### src/ubsat_pkg.sv
// shared constants for the break sequencing and branch trace block
package ubsat_pkg;
	localparam int AW = 32;
	localparam int DW = 32;
	localparam int TDEPTH = 8;
	localparam int PW = 3;
	localparam int CW = 4;
	localparam int RAW = 8;
	// register byte offsets
	localparam logic [7:0] OFF_CTRL = 8'h00;
	localparam logic [7:0] OFF_COUNT = 8'h04;
	localparam logic [7:0] OFF_A_ADDR = 8'h08;
	localparam logic [7:0] OFF_A_MASK = 8'h0C;
	localparam logic [7:0] OFF_A_CYC = 8'h10;
	localparam logic [7:0] OFF_B_ADDR = 8'h14;
	localparam logic [7:0] OFF_B_MASK = 8'h18;
	localparam logic [7:0] OFF_B_CYC = 8'h1C;
	localparam logic [7:0] OFF_B_DATA = 8'h20;
	localparam logic [7:0] OFF_B_DMASK = 8'h24;
	localparam logic [7:0] OFF_SPC = 8'h28;
	localparam logic [7:0] OFF_TSRC = 8'h2C;
	localparam logic [7:0] OFF_TDST = 8'h30;
	localparam logic [7:0] OFF_STAT = 8'h34;
	// control register bits
	localparam int CTRL_SEQ = 0;
	localparam int CTRL_TRACE = 1;
	localparam int CTRL_COUNT = 2;
	// cycle select bits
	localparam int CYC_FETCH = 0;
	localparam int CYC_WRITE = 1;
	localparam int CYC_SYSBUS = 2;
	localparam int CYC_PRE = 3;
	localparam int CYC_DATA = 4;
	localparam int CYC_W = 5;
	// status register bits
	localparam int STAT_A = 0;
	localparam int STAT_B = 1;
	localparam int STAT_ARM = 2;
	localparam int STAT_CNT = 4;
	localparam int CNT_W = 16;
	localparam logic [CNT_W-1:0] COUNT_ONE = 16'h0001;
	localparam logic [CW-1:0] TFULL = 4'h8;
	localparam logic [CW-1:0] CNT_ZERO = 4'h0;
	localparam logic [DW-1:0] RST_WORD = 32'h0000_0000;
	// arm state of the two step break
	typedef enum logic {UBSAT_IDLE, UBSAT_ARMED} ubsat_arm_t;
endpackage

### src/ubsat_trace_mem.sv
// eight pair branch trace storage with registered read port
`timescale 1ns/10ps
module ubsat_trace_mem (
	input wire logic clk_sys,
	input wire logic rst,
	input wire logic wr_en,
	input wire logic [ubsat_pkg::PW-1:0] wr_addr,
	input wire logic [2*ubsat_pkg::AW-1:0] wr_data,
	input wire logic [ubsat_pkg::PW-1:0] rd_addr,
	output logic [2*ubsat_pkg::AW-1:0] rd_data
);
	// array holds no reset, its contents are undefined until written
	logic [2*ubsat_pkg::AW-1:0] mem [ubsat_pkg::TDEPTH];

	////////////////////////////////////////////////////////////////
	// write port
	always_ff @(posedge clk_sys) begin
		if (wr_en) begin
			mem[wr_addr] <= wr_data;
		end
	end

	// read port, one cycle behind the address
	always_ff @(posedge clk_sys or posedge rst) begin
		if (rst) begin
			rd_data <= '0;
		end else begin
			rd_data <= mem[rd_addr];
		end
	end
endmodule

### src/ubsat_chan_match.sv
// one break channel comparator over both observed buses
`timescale 1ns/10ps
module ubsat_chan_match (
	input wire logic [ubsat_pkg::AW-1:0] cmp_addr,
	input wire logic [ubsat_pkg::AW-1:0] cmp_mask,
	input wire logic [ubsat_pkg::CYC_W-1:0] cyc_sel,
	input wire logic [ubsat_pkg::DW-1:0] cmp_data,
	input wire logic [ubsat_pkg::DW-1:0] cmp_dmask,
	input wire logic lb_valid,
	input wire logic [ubsat_pkg::AW-1:0] lb_addr,
	input wire logic lb_fetch,
	input wire logic lb_write,
	input wire logic [ubsat_pkg::DW-1:0] lb_data,
	input wire logic ib_valid,
	input wire logic [ubsat_pkg::AW-1:0] ib_addr,
	input wire logic ib_fetch,
	input wire logic ib_write,
	input wire logic [ubsat_pkg::DW-1:0] ib_data,
	output logic hit
);
	// bus chosen by the channel's own select bit
	wire sys = cyc_sel[ubsat_pkg::CYC_SYSBUS];
	wire b_valid = sys ? ib_valid : lb_valid;
	wire [ubsat_pkg::AW-1:0] b_addr = sys ? ib_addr : lb_addr;
	wire b_fetch = sys ? ib_fetch : lb_fetch;
	wire b_write = sys ? ib_write : lb_write;
	wire [ubsat_pkg::DW-1:0] b_data = sys ? ib_data : lb_data;
	wire want_fetch = cyc_sel[ubsat_pkg::CYC_FETCH];
	wire want_write = cyc_sel[ubsat_pkg::CYC_WRITE];
	// masked bits take no part in the compare
	wire addr_ok = ((b_addr ^ cmp_addr) & ~cmp_mask) == '0;
	// data compare only on data cycles; fetch ignores it
	wire data_use = cyc_sel[ubsat_pkg::CYC_DATA] & ~want_fetch;
	wire data_ok = ~data_use | (((b_data ^ cmp_data) & ~cmp_dmask) == '0);
	// fetches are reads at even addresses only
	wire never = want_fetch & (want_write | cmp_addr[0]);
	wire kind_ok = (b_fetch == want_fetch) & (b_write == want_write);

	assign hit = b_valid & addr_ok & data_ok & kind_ok & ~never;
endmodule

### src/ubsat_top.sv
// break sequencing, restart address and branch trace queue
`timescale 1ns/10ps
module ubsat_top (
	input wire logic clk_sys,
	input wire logic rst,
	input wire logic wb_cyc_i,
	input wire logic wb_stb_i,
	input wire logic wb_we_i,
	input wire logic [ubsat_pkg::RAW-1:0] wb_adr_i,
	input wire logic [3:0] wb_sel_i,
	input wire logic [ubsat_pkg::DW-1:0] wb_dat_i,
	output logic [ubsat_pkg::DW-1:0] wb_dat_o,
	output logic wb_ack_o,
	input wire logic lb_valid,
	input wire logic [ubsat_pkg::AW-1:0] lb_addr,
	input wire logic lb_fetch,
	input wire logic lb_write,
	input wire logic [ubsat_pkg::DW-1:0] lb_data,
	input wire logic ib_valid,
	input wire logic [ubsat_pkg::AW-1:0] ib_addr,
	input wire logic ib_fetch,
	input wire logic ib_write,
	input wire logic [ubsat_pkg::DW-1:0] ib_data,
	input wire logic [ubsat_pkg::AW-1:0] cur_pc,
	input wire logic [ubsat_pkg::AW-1:0] cur_next_pc,
	input wire logic cur_in_slot,
	input wire logic [ubsat_pkg::AW-1:0] cur_branch_pc,
	input wire logic flow_valid,
	input wire logic [ubsat_pkg::AW-1:0] flow_src,
	input wire logic [ubsat_pkg::AW-1:0] flow_dst,
	output logic brk_req,
	output logic [ubsat_pkg::AW-1:0] brk_spc
);
	// software visible registers
	logic [2:0] break_control_register; // sequential, trace, count enables
	logic [ubsat_pkg::CNT_W-1:0] execution_count_register;
	logic [ubsat_pkg::AW-1:0] chan_a_compare_address;
	logic [ubsat_pkg::AW-1:0] chan_a_address_mask;
	logic [ubsat_pkg::CYC_W-1:0] chan_a_cycle_select;
	logic [ubsat_pkg::AW-1:0] chan_b_compare_address;
	logic [ubsat_pkg::AW-1:0] chan_b_address_mask;
	logic [ubsat_pkg::CYC_W-1:0] chan_b_cycle_select;
	logic [ubsat_pkg::DW-1:0] chan_b_compare_data;
	logic [ubsat_pkg::DW-1:0] chan_b_data_mask;
	logic [ubsat_pkg::AW-1:0] saved_program_counter;
	logic flag_a; // sticky channel a match
	logic flag_b; // sticky channel b match
	// sequencing and trace state
	ubsat_pkg::ubsat_arm_t arm;
	ubsat_pkg::ubsat_arm_t next_arm;
	logic [ubsat_pkg::PW-1:0] wr_ptr;
	logic [ubsat_pkg::PW-1:0] rd_ptr;
	logic [ubsat_pkg::CW-1:0] tcount; // unread pairs, 0..8
	logic trace_was_on; // last cycle's trace enable
	logic [2*ubsat_pkg::AW-1:0] trace_pair;
	logic [ubsat_pkg::DW-1:0] next_rdata;
	logic a_hit;
	logic b_hit;

	////////////////////////////////////////////////////////////////
	// bus decode
	wire access = wb_cyc_i & wb_stb_i & ~wb_ack_o; // single cycle ack
	wire wr = access & wb_we_i;
	wire rd = access & ~wb_we_i;
	wire [ubsat_pkg::DW-1:0] bmask = {{8{wb_sel_i[3]}}, {8{wb_sel_i[2]}},
		{8{wb_sel_i[1]}}, {8{wb_sel_i[0]}}};
	wire [ubsat_pkg::DW-1:0] wdat = wb_dat_i & bmask;
	wire wr_ctrl = wr & (wb_adr_i == ubsat_pkg::OFF_CTRL);
	wire wr_count = wr & (wb_adr_i == ubsat_pkg::OFF_COUNT);
	wire wr_stat = wr & (wb_adr_i == ubsat_pkg::OFF_STAT);
	wire rd_dst = rd & (wb_adr_i == ubsat_pkg::OFF_TDST);
	wire seq_on = break_control_register[ubsat_pkg::CTRL_SEQ];
	wire trace_on = break_control_register[ubsat_pkg::CTRL_TRACE];
	wire count_on = break_control_register[ubsat_pkg::CTRL_COUNT];

	////////////////////////////////////////////////////////////////
	// channel comparators
	ubsat_chan_match u_chan_a (
		.cmp_addr(chan_a_compare_address),
		.cmp_mask(chan_a_address_mask),
		.cyc_sel(chan_a_cycle_select),
		.cmp_data(ubsat_pkg::RST_WORD),
		.cmp_dmask(ubsat_pkg::RST_WORD),
		.lb_valid(lb_valid),
		.lb_addr(lb_addr),
		.lb_fetch(lb_fetch),
		.lb_write(lb_write),
		.lb_data(lb_data),
		.ib_valid(ib_valid),
		.ib_addr(ib_addr),
		.ib_fetch(ib_fetch),
		.ib_write(ib_write),
		.ib_data(ib_data),
		.hit(a_hit)
	);

	ubsat_chan_match u_chan_b (
		.cmp_addr(chan_b_compare_address),
		.cmp_mask(chan_b_address_mask),
		.cyc_sel(chan_b_cycle_select),
		.cmp_data(chan_b_compare_data),
		.cmp_dmask(chan_b_data_mask),
		.lb_valid(lb_valid),
		.lb_addr(lb_addr),
		.lb_fetch(lb_fetch),
		.lb_write(lb_write),
		.lb_data(lb_data),
		.ib_valid(ib_valid),
		.ib_addr(ib_addr),
		.ib_fetch(ib_fetch),
		.ib_write(ib_write),
		.ib_data(ib_data),
		.hit(b_hit)
	);

	////////////////////////////////////////////////////////////////
	// break decision
	// a pending a match counts only in a later cycle, not alongside b
	wire armed = (arm == ubsat_pkg::UBSAT_ARMED);
	wire b_event = seq_on ? (b_hit & armed & ~a_hit) : b_hit;
	// count of one fires on the first qualifying b match
	wire count_last = execution_count_register <= ubsat_pkg::COUNT_ONE;
	wire fire_b = b_event & (~count_on | count_last);
	wire fire_a = ~seq_on & a_hit;
	wire fire = fire_a | fire_b;
	wire [ubsat_pkg::CYC_W-1:0] fire_cyc = fire_b ? chan_b_cycle_select : chan_a_cycle_select;
	wire pre_fetch = fire_cyc[ubsat_pkg::CYC_FETCH] & fire_cyc[ubsat_pkg::CYC_PRE];
	// pre-fetch: own address, or the branch when sitting in its slot
	wire [ubsat_pkg::AW-1:0] pre_pc = cur_in_slot ? cur_branch_pc : cur_pc;
	// otherwise the core's resolved next pc, already the target after a
	// branch or slot; data compare and system bus make this approximate
	// since the match may land up to two instructions late
	wire [ubsat_pkg::AW-1:0] restart_pc = pre_fetch ? pre_pc : cur_next_pc;

	// arm state: clearing the sequential bit drops a pending a match
	always_comb begin
		next_arm = arm;
		case (arm)
			ubsat_pkg::UBSAT_IDLE: begin
				if (seq_on & a_hit) begin
					next_arm = ubsat_pkg::UBSAT_ARMED;
				end
			end
			ubsat_pkg::UBSAT_ARMED: begin
				if (fire_b) begin
					next_arm = ubsat_pkg::UBSAT_IDLE;
				end
			end
			default: begin
				next_arm = ubsat_pkg::UBSAT_IDLE;
			end
		endcase
		if (~seq_on) begin
			next_arm = ubsat_pkg::UBSAT_IDLE;
		end
	end

	// arm register
	always_ff @(posedge clk_sys or posedge rst) begin
		if (rst) begin
			arm <= ubsat_pkg::UBSAT_IDLE;
		end else begin
			arm <= next_arm;
		end
	end

	// break request pulse with its restart address; spc is saved in the
	// same edge so the core sees it before entering its handler
	always_ff @(posedge clk_sys or posedge rst) begin
		if (rst) begin
			brk_req <= 1'b0;
			brk_spc <= ubsat_pkg::RST_WORD;
			saved_program_counter <= ubsat_pkg::RST_WORD;
		end else begin
			brk_req <= fire;
			if (fire) begin
				brk_spc <= restart_pc;
				saved_program_counter <= restart_pc;
			end
		end
	end

	// execution count: a software write wins over the hardware decrement
	always_ff @(posedge clk_sys or posedge rst) begin
		if (rst) begin
			execution_count_register <= '0;
		end else if (wr_count) begin
			execution_count_register <= wdat[ubsat_pkg::CNT_W-1:0];
		end else if (count_on & b_event & ~count_last) begin
			execution_count_register <= execution_count_register - ubsat_pkg::COUNT_ONE;
		end
	end

	// sticky match flags, write one to clear, a new hit wins
	always_ff @(posedge clk_sys or posedge rst) begin
		if (rst) begin
			flag_a <= 1'b0;
			flag_b <= 1'b0;
		end else begin
			flag_a <= a_hit | (flag_a & ~(wr_stat & wdat[ubsat_pkg::STAT_A]));
			flag_b <= b_hit | (flag_b & ~(wr_stat & wdat[ubsat_pkg::STAT_B]));
		end
	end

	////////////////////////////////////////////////////////////////
	// configuration registers
	always_ff @(posedge clk_sys or posedge rst) begin
		if (rst) begin
			break_control_register <= '0;
			chan_a_compare_address <= ubsat_pkg::RST_WORD;
			chan_a_address_mask <= ubsat_pkg::RST_WORD;
			chan_a_cycle_select <= '0;
			chan_b_compare_address <= ubsat_pkg::RST_WORD;
			chan_b_address_mask <= ubsat_pkg::RST_WORD;
			chan_b_cycle_select <= '0;
			chan_b_compare_data <= ubsat_pkg::RST_WORD;
			chan_b_data_mask <= ubsat_pkg::RST_WORD;
		end else if (wr) begin
			case (wb_adr_i)
				ubsat_pkg::OFF_CTRL: break_control_register <= wdat[2:0];
				ubsat_pkg::OFF_A_ADDR: chan_a_compare_address <= wdat;
				ubsat_pkg::OFF_A_MASK: chan_a_address_mask <= wdat;
				ubsat_pkg::OFF_A_CYC: chan_a_cycle_select <= wdat[ubsat_pkg::CYC_W-1:0];
				ubsat_pkg::OFF_B_ADDR: chan_b_compare_address <= wdat;
				ubsat_pkg::OFF_B_MASK: chan_b_address_mask <= wdat;
				ubsat_pkg::OFF_B_CYC: chan_b_cycle_select <= wdat[ubsat_pkg::CYC_W-1:0];
				ubsat_pkg::OFF_B_DATA: chan_b_compare_data <= wdat;
				ubsat_pkg::OFF_B_DMASK: chan_b_data_mask <= wdat;
				default: begin
					// count, status, read-only or unmapped: not written here
				end
			endcase
		end
	end

	////////////////////////////////////////////////////////////////
	// branch trace queue
	wire push = flow_valid & trace_on;
	wire full = tcount == ubsat_pkg::TFULL;
	wire pop = rd_dst & (tcount != ubsat_pkg::CNT_ZERO);
	wire drop = push & full & ~pop; // oldest lost to keep newest
	wire restart_trace = trace_on & ~trace_was_on;
	wire [ubsat_pkg::CW-1:0] push_n = {3'h0, push & ~(full & ~pop)};
	wire [ubsat_pkg::CW-1:0] pop_n = {3'h0, pop};

	ubsat_trace_mem u_mem (
		.clk_sys(clk_sys),
		.rst(rst),
		.wr_en(push),
		.wr_addr(wr_ptr),
		.wr_data({flow_src, flow_dst}),
		.rd_addr(rd_ptr),
		.rd_data(trace_pair)
	);

	// pointers: re-enabling trace starts an empty queue; both halves
	// share rd_ptr and only a destination read or a drop moves it
	always_ff @(posedge clk_sys or posedge rst) begin
		if (rst) begin
			wr_ptr <= '0;
			rd_ptr <= '0;
			tcount <= '0;
			trace_was_on <= 1'b0;
		end else begin
			trace_was_on <= trace_on;
			if (restart_trace) begin
				wr_ptr <= '0;
				rd_ptr <= '0;
				tcount <= '0;
			end else begin
				if (push) begin
					wr_ptr <= wr_ptr + 3'h1;
				end
				if (pop | drop) begin
					rd_ptr <= rd_ptr + 3'h1;
				end
				tcount <= tcount + push_n - pop_n;
			end
		end
	end

	////////////////////////////////////////////////////////////////
	// an empty queue reads as zero; the array holds no reset value, so
	// without this a read after reset or a restart would return unknown or stale pairs
	wire q_empty = (tcount == ubsat_pkg::CNT_ZERO);
	wire [ubsat_pkg::AW-1:0] tsrc_word = q_empty ? ubsat_pkg::RST_WORD
		: trace_pair[2*ubsat_pkg::AW-1:ubsat_pkg::AW];
	wire [ubsat_pkg::AW-1:0] tdst_word = q_empty ? ubsat_pkg::RST_WORD
		: trace_pair[ubsat_pkg::AW-1:0];

	// read mux; source reads leave the queue untouched
	always_comb begin
		next_rdata = ubsat_pkg::RST_WORD;
		case (wb_adr_i)
			ubsat_pkg::OFF_CTRL: next_rdata = {29'h0, break_control_register};
			ubsat_pkg::OFF_COUNT: next_rdata = {16'h0, execution_count_register};
			ubsat_pkg::OFF_A_ADDR: next_rdata = chan_a_compare_address;
			ubsat_pkg::OFF_A_MASK: next_rdata = chan_a_address_mask;
			ubsat_pkg::OFF_A_CYC: next_rdata = {27'h0, chan_a_cycle_select};
			ubsat_pkg::OFF_B_ADDR: next_rdata = chan_b_compare_address;
			ubsat_pkg::OFF_B_MASK: next_rdata = chan_b_address_mask;
			ubsat_pkg::OFF_B_CYC: next_rdata = {27'h0, chan_b_cycle_select};
			ubsat_pkg::OFF_B_DATA: next_rdata = chan_b_compare_data;
			ubsat_pkg::OFF_B_DMASK: next_rdata = chan_b_data_mask;
			ubsat_pkg::OFF_SPC: next_rdata = saved_program_counter;
			ubsat_pkg::OFF_TSRC: next_rdata = tsrc_word;
			ubsat_pkg::OFF_TDST: next_rdata = tdst_word;
			ubsat_pkg::OFF_STAT: next_rdata = {24'h0, tcount, 1'b0, armed, flag_b, flag_a};
			default: next_rdata = ubsat_pkg::RST_WORD;
		endcase
	end

	// single cycle ack; unmapped reads return zero
	always_ff @(posedge clk_sys or posedge rst) begin
		if (rst) begin
			wb_ack_o <= 1'b0;
			wb_dat_o <= ubsat_pkg::RST_WORD;
		end else begin
			wb_ack_o <= access;
			if (rd) begin
				wb_dat_o <= next_rdata;
			end
		end
	end
endmodule

### config.mk
export PLATFORM = sky130hd
export DESIGN_NAME = ubsat_top
export DESIGN_NICKNAME = d
export VERILOG_FILES = /design/src/ubsat_pkg.sv /design/src/ubsat_trace_mem.sv /design/src/ubsat_chan_match.sv /design/src/ubsat_top.sv
export SDC_FILE = /design/constraint.sdc
export NUM_CORES = 1
export LEC_CHECK = 0
export BUFFER_PORTS_ARGS = -buffer_cell sky130_fd_sc_hd__buf_2
export CAP_MARGIN = 20
export CORE_ASPECT_RATIO = 0.5
export CORE_MARGIN = 3
export CORE_UTILIZATION = 50
export DETAILED_ROUTE_END_ITERATION = 7
export GPL_TIMING_DRIVEN = 0
export PLACE_DENSITY = 0.69
export SLEW_MARGIN = 0
export SYNTH_ARGS = -nofsm -noshare
export SYNTH_HDL_FRONTEND = slang
export SYNTH_HIERARCHICAL = 1
export SYNTH_SLANG_ARGS = --single-unit
### constraint.sdc
create_clock -name clk_sys -period 25.7 [get_ports clk_sys]
set_clock_uncertainty 0.05 [all_clocks]
set_input_delay 3.855 -clock clk_sys [delete_from_list [all_inputs] [get_ports clk_sys]]
set_output_delay 3.855 -clock clk_sys [all_outputs]
set_load 0.03 [all_outputs]
* Yosys cells after proc, flatten, opt, wreduce, memory -nomap -nowiden
Memories as Yosys holds them, arrays and structs flattened. A register that Yosys moved wholly into a read port is not among the register bits.
Cells that the tools add are included.
** Word-level totals
- Bits in writable memories :: 512
- Output and inout port bits :: 66
- Bits of input ports :: 345
- Memories kept :: 1
- Flip-flop bits (word level) :: 301
** Memories
- u_mem.mem :: depth 8, bits a word 64, rd ports 1, clocked after Yosys merged registers in 1, wr ports 1, line ubsat_trace_mem.sv:13 : logic [2*ubsat_pkg::AW-1:0] mem [ubsat_pkg::TDEPTH];
** Cells by class
- Add/subtract/negate cells :: 5
- $lt $le $gt $ge :: 1
- Reduce and logical (&&, ||, !) cells :: 19
- Multiplexer cells :: 30
- Equality and inequality tests :: 18
- Bitwise operators :: 77
** Operator list (number)
- 32-bit one-hot mux with 14 select lines :: 1
- 32-bit 2-to-1 mux :: 8
- 32-bit AND :: 4
- 32-bit zero test :: 4
- 32-bit inverter :: 3
- 32-bit XOR :: 3
- 8-bit by 6-bit == test with 1-bit output, second input constant :: 6
- 1-bit AND :: 40
- 8-bit by 5-bit == test with 1-bit output, second input constant :: 4
- 16-bit 2-to-1 mux :: 2
- 1-bit inverter :: 18
- 2-bit AND reduction :: 9
- 8-bit by 4-bit == test with 1-bit output, second input constant :: 2
- 16-bit by 1-bit <= comparator with 1-bit output, second input constant :: 1
- 16-bit by 1-bit subtractor with 16-bit output, second input constant :: 1
- 1-bit 2-to-1 mux :: 12
- 3-bit 2-to-1 mux :: 4
- 1-bit OR :: 9
- 8-bit by 3-bit == test with 1-bit output, second input constant :: 1
- 8-bit zero test :: 1
- 4-bit 2-to-1 mux :: 2
- 3-bit by 1-bit adder with 3-bit output, second input constant :: 2
- 2-bit nonzero test :: 3
- 4-bit by 1-bit adder with 4-bit output :: 1
- 6 further kinds :: 9

* Depth between registers and ports, before layout
- Depth in word-level cells :: 15
- Gate-level depth with buffers :: 16
- Depth with buffers taken out :: 11

* Hierarchy
The synthesis kept the hierarchy.
** By module, submodules not included
- ubsat_trace_mem :: instances 1, area an instance 20871.3 um2, seq. area each 16976.3 um2, cells an instance 817
- ubsat_top :: instances 1, area an instance 15175.8 um2, seq. area each 7532.2 um2, cells an instance 1592
- ubsat_chan_match :: instances 2, area an instance 1659.1 um2, seq. area each 0.0 um2, cells an instance 193

* Worst setup path after synthesis
No wires, ideal clock.
- Path type :: input to register
- Start point :: input flow_valid
- End point :: memory u_mem/mem[0][0] (netlist name), enable pin
- Setup time :: 0.565 ns
- Arrival :: 8.534 ns
- Data required time :: 25.085 ns
- Buffers on the path :: 0
- Stages on the path :: 4
- Path slack :: 16.552 ns
- Path through :: nand2_1 > inv_1 > nand2b_1 > nor3_1
** On the way
- Longest elaborated chain between the ends :: 3
** Ends and longest elaborated chain
- start, declared :: line ubsat_top.sv:28 : input wire logic flow_valid,
- 1-bit AND :: line ubsat_top.sv:238 : wire push = flow_valid & trace_on;
- via push :: line ubsat_top.sv:238
- 1-bit 2-to-1 mux :: line ubsat_trace_mem.sv:18 : if (wr_en) begin
- 1-bit 2-to-1 mux (implied by the code) :: line ubsat_trace_mem.sv:19 : mem[wr_addr] <= wr_data;
- end, declared :: line ubsat_trace_mem.sv:13
The timed path passes the listed nets, and every way through them passes these cells.

* Worst setup path after layout
- Start point :: input ib_data[23] (netlist name)
- End point :: register saved_program_counter[7] (netlist name)
** On the way
- Longest elaborated chain between the ends :: 15
** Ends and longest elaborated chain
- start, declared :: line ubsat_top.sv:23 : input wire logic [ubsat_pkg::DW-1:0] ib_data,
- 32-bit 2-to-1 mux * :: line ubsat_chan_match.sv:27 : wire [ubsat_pkg::DW-1:0] b_data = sys ? ib_data : lb_data;
- 32-bit XOR * :: line ubsat_chan_match.sv:34 : wire data_ok = ~data_use | (((b_data ^ cmp_data) & ~cmp_dmask) == '0);
- 32-bit AND * :: line ubsat_chan_match.sv:34
- 32-bit zero test * :: line ubsat_chan_match.sv:34
- 1-bit OR * :: line ubsat_chan_match.sv:34
- 1-bit AND * (3 in series) :: line ubsat_chan_match.sv:39 : assign hit = b_valid & addr_ok & data_ok & kind_ok & ~never;
- via b_hit :: line ubsat_top.sv:58 : logic b_hit;
- 1-bit AND (2 in series) :: line ubsat_top.sv:120 : wire b_event = seq_on ? (b_hit & armed & ~a_hit) : b_hit;
- 1-bit 2-to-1 mux * :: line ubsat_top.sv:120
- 1-bit AND * :: line ubsat_top.sv:123 : wire fire_b = b_event & (~count_on | count_last);
- 4-bit 2-to-1 mux :: line ubsat_top.sv:126 : wire [ubsat_pkg::CYC_W-1:0] fire_cyc = fire_b ? chan_b_cycle_select : chan_a_cycle_select;
- 1-bit AND :: line ubsat_top.sv:127 : wire pre_fetch = fire_cyc[ubsat_pkg::CYC_FETCH] & fire_cyc[ubsat_pkg::CYC_PRE];
- 32-bit 2-to-1 mux :: line ubsat_top.sv:133 : wire [ubsat_pkg::AW-1:0] restart_pc = pre_fetch ? pre_pc : cur_next_pc;
- end signal, assigned :: line ubsat_top.sv:173 : saved_program_counter <= ubsat_pkg::RST_WORD;
- end signal, assigned :: line ubsat_top.sv:178 : saved_program_counter <= restart_pc;
- end, declared :: line ubsat_top.sv:45 : logic [ubsat_pkg::AW-1:0] saved_program_counter;
The timed path passes the listed nets; every way through them passes the cells marked *.
A chain may end at the register's enable or synchronous reset.

==> out/summary.md <==
Cells and area
• **most frequent cells in the layout** 512 x edfxtp_1, 448 x buf_2, 365 x dfrtp_1
• **Final Instance Area** 46400 um^2
• **Layout Nets** 3737
• **multi-input gate area in the final layout** 14100 um^2
• **number of filler instances in the final layout** 6110
• **share of final-layout standard cells stronger than drive strength 1** 0.267
• **area added between synthesis and finish** 18.0%
• **sequential cell area** 24500 um^2
• **most common cell after layout, fill and taps aside** edfxtp_1

Logic synthesis
• **count of flip-flops with a built-in enable after synthesis** 512
• **area share of xor/xnor cells in the synthesized design** 0.0320
• **dominant combinational cell family by area after synthesis** multiplexers
• **main area contributors after synthesis** edfxtp_1 39%, dfrtp_1 23%, mux4_2 7.4%
• **Post-Synth Simple-Gate Area** 0.0678
• **top cell type's share of synthesized area** 0.391
• **part of the Yosys area used for sequential elements** 0.623
• **mux share of post-synthesis cell area** 0.146
• **Synth Flop Type** edfxtp_1
• **count of synthesis-stage warnings from yosys** 6
• **netlist area before placement** 39400 um^2
• **compound-gate portion of the synthesized area** 0.103
• **post-synthesis async set-or-reset flop share** 0.416
• **Synth area leader** edfxtp_1
• **number of distinct library cells after synthesis** 91
• **register bit total from synthesis** 877
• **syn_area_per_cell** 14.1 um^2
• **adder-cell share of the synthesized area** 0.00337
• **cells after synthesis** 2795

STA
• **max_slew headroom** 0.145
• **maximum frequency from static timing analysis** 135 MHz
• **number of hold-slack violations in the final timing report** 0
• **number of setup violations in the final report** 0
• **setup repair after global routing missed its margin** no
• **post-route worst setup slack** 18280 ps
• **actual slew at the worst max-slew pin** 1280 ps
• **clock period minus final worst setup slack** 7420 ps
• **Final Slew Violations** 0
• **crit share post-route** 0.289
• **TNS Setup** 0 ps
• **final hold slack** 441 ps

Run
• **Max Cap Violations** 0

Detailed routing
• **via density per instance** 6.42
• **violation count after the first detailed-route iteration** 4521
• **Vias** 28800
• **DR pass1 iterations** 6
• **post-detailed-routing wire length** 147 mm
• **Routed Antenna Nets** 0
• **average wire per standard cell** 32.8 um
• **number of DRC violations after detailed routing** 0

Placement
• **final weighted congestion of routability-driven global placement** 1.07
• **number of I/O port buffers** 405
• **area post-placement** 43700 um^2
• **pre-CTS setup slack** 17680 ps
• **detailed placer's ending HPWL** 109 mm

Clocking
• **Clock Tree Root** clkbuf_16
• **number of CTS-inserted buffers** 78
• **Clock Latency Late Sink** 690 ps
• **CTS HTree Levels** 3
• **# resized after CTS** 0
• **clock-pin slew of the registers on the worst-case setup and hold paths** 70 ps
• **buffers from clock root to sink, at most** 3
• **number of sinks driven by the clock tree** 877
• **buffers inserted by post-CTS timing repair** 0
• **CTS tree** done
• **number of buffers added to fix hold violations after cts** 0

Setup path
• **endpoint of the worst-slack reg-to-reg timing path** saved_program_counter[4]
• **depth of the worst register-to-register path** 16
• **Critical Path RT** 26190 ps
• **reg-to-reg startpoint** chan_a_cycle_select[2]
• **slack of the worst reg-to-reg path** 20230 ps
• **Setup Crit Path Kind** input pin to flop
• **Setup crit end kind** flop
• **maximum fanout count along the critical path** 10
• **kind of start point of the critical path** input pin
• **timing startpoint of the critical path** ib_data[23]
• **Data arrival, critical path** 7910 ps

Global routing
• **global-route usage over all layers** 0.356
• **pin count of the biggest net entering global routing** 131
• **global-route wire length before repair** 206 mm
• **initial antenna violation count** 14
• **total congestion overflow after global routing** 0
• **number of global-route vias before repair** 27800

Worst hold path
• **type of the most critical hold path** flop to flop
• **start point of the worst min-delay path** flag_a
• **Hold Path Depth** 1
• **destination of the worst hold path** flag_a

Die
• **die footprint** 82300 um^2
• **Die Width** 403 um
• **height of the die** 204 um
• **area inside the core boundary** 77700 um^2
• **FP Rows** 72
• **io pins** 411
• **Initial Utilization** 0.507

Power
• **Total Power** 0.00301 W
• **worst ir drop on vdd** 0.0567 mV
• **leakage component of the power** 17.8 nW
• **PwrDens** 64.9 nW/um^2

Status
• **outcome** finished clean

-- power by group --
part | internal [W] | leakage (nW) | total [W] | switching (W)
clock network | 0.000706 | 1.36 | 0.00127 | 0.000563
registers | 0.00151 | 9.52 | 0.00153 | 0.0000200
logic | 0.0000873 | 6.89 | 0.000220 | 0.000133
-- metal layers --
| metal | part of all wire | up-vias | global-route usage |
|---|---|---|---|
| met5 | 0.00069 | - | 0 |
| met1 | 0.41 | 14800 | 0.509 |
| li1 | - | 11900 | - |
| met2 | 0.42 | 1799 | 0.507 |
| met4 | 0.044 | 14 | 0.127 |
| met3 | 0.12 | 356 | 0.121 |
-- layout make-up --
cell class | instances | share of cell area
antenna | 3 | 0.000162
buffer | 188 | 0.0206
clock buffer | 110 | 0.0487
clock inverter | 36 | 0.0107
inverter | 15 | 0.00143
multi-input combinational | 1778 | 0.305
sequential | 877 | 0.528
tap | 1036 | 0.0279
timing repair buffer | 444 | 0.0582
-- registers in the layout, indices dropped and copies added, names as in the netlist, 3 cells and up --
name,count
break_control_register,3
chan_a_address_mask,32
chan_a_compare_address,32
chan_a_cycle_select,5
chan_b_address_mask,32
chan_b_compare_address,32
chan_b_compare_data,32
chan_b_cycle_select,5
chan_b_data_mask,32
execution_count_register,16
rd_ptr,3
saved_program_counter,32
tcount,4
u_mem/mem,512
u_mem/rd_data,64
wb_dat_o,32
wr_ptr,3
-- cell families after synthesis --
group	Yosys count
mux	394
simple gates	563
xor+xnor	144
flops	877
compound gates	603
buf+inv	203
other cells	1
fa+ha+maj	10
-- worst max-delay path, cell delays in order --
cell	delay, ps
buf_2	110
mux2i_1	620
xor2_1	210
o22ai_1	200
nor4_1	430
nand4_1	290
a2111oi_2	350
buf_4	240
o21ai_1	160
or4_1	570
clkbuf_1	250
buf_2	260
a31oi_1	240
o31ai_1	100
-- cells in the mapped netlist (5+ instances only) --
| master | count |
|---|---|
| edfxtp_1 | 512 |
| dfrtp_1 | 365 |
| nand2_1 | 322 |
| mux2i_1 | 156 |
| o21ai_1 | 151 |
| xor2_1 | 133 |
| mux4_2 | 130 |
| mux2_2 | 106 |
| clkbuf_1 | 103 |
| o21ai_0 | 79 |
| o22ai_1 | 69 |
| nor2_1 | 58 |
| a22o_1 | 57 |
| a22oi_1 | 55 |
| nor4_1 | 45 |
| buf_2 | 43 |
| a31oi_1 | 33 |
| o31ai_1 | 33 |
| nand3_1 | 29 |
| buf_6 | 22 |
| a222oi_1 | 19 |
| a21oi_1 | 15 |
| buf_1 | 15 |
| inv_1 | 14 |
| o211ai_1 | 14 |
| nor2b_1 | 13 |
| nand4_1 | 11 |
| xnor2_1 | 11 |
| nor3_1 | 10 |
| ha_1 | 9 |
| o2111ai_1 | 9 |
| o2bb2ai_1 | 9 |
| and3_1 | 8 |
| nand3b_1 | 8 |
| nand2b_1 | 7 |
| and2_1 | 6 |
| or3_1 | 6 |
| a211oi_1 | 5 |
| a221o_1 | 5 |
| o22a_1 | 5 |
| or2_2 | 5 |
-- metrics by stage --
stage	utilization	instances
2_1_floorplan	-	2858
3_3_place_gp	0.553	4299
3_5_place_dp	0.562	4338
4_1_cts	0.598	4484
5_1_grt	0.598	4486
6_report	0.598	4487
-- how the worst max path moves through the flow --
stage	endpoint	slack (ps)	cells past startpoint
detailed placement	saved_program_counter[20]	17680	13
global route	saved_program_counter[18]	18070	13
global placement	execution_count_register[8]	9700	2
CTS	saved_program_counter[20]	18390	13
floorplan	arm	13480	1
finish	saved_program_counter[7]	18280	14
No activity file was read; power rests on OpenSTA's default activity.
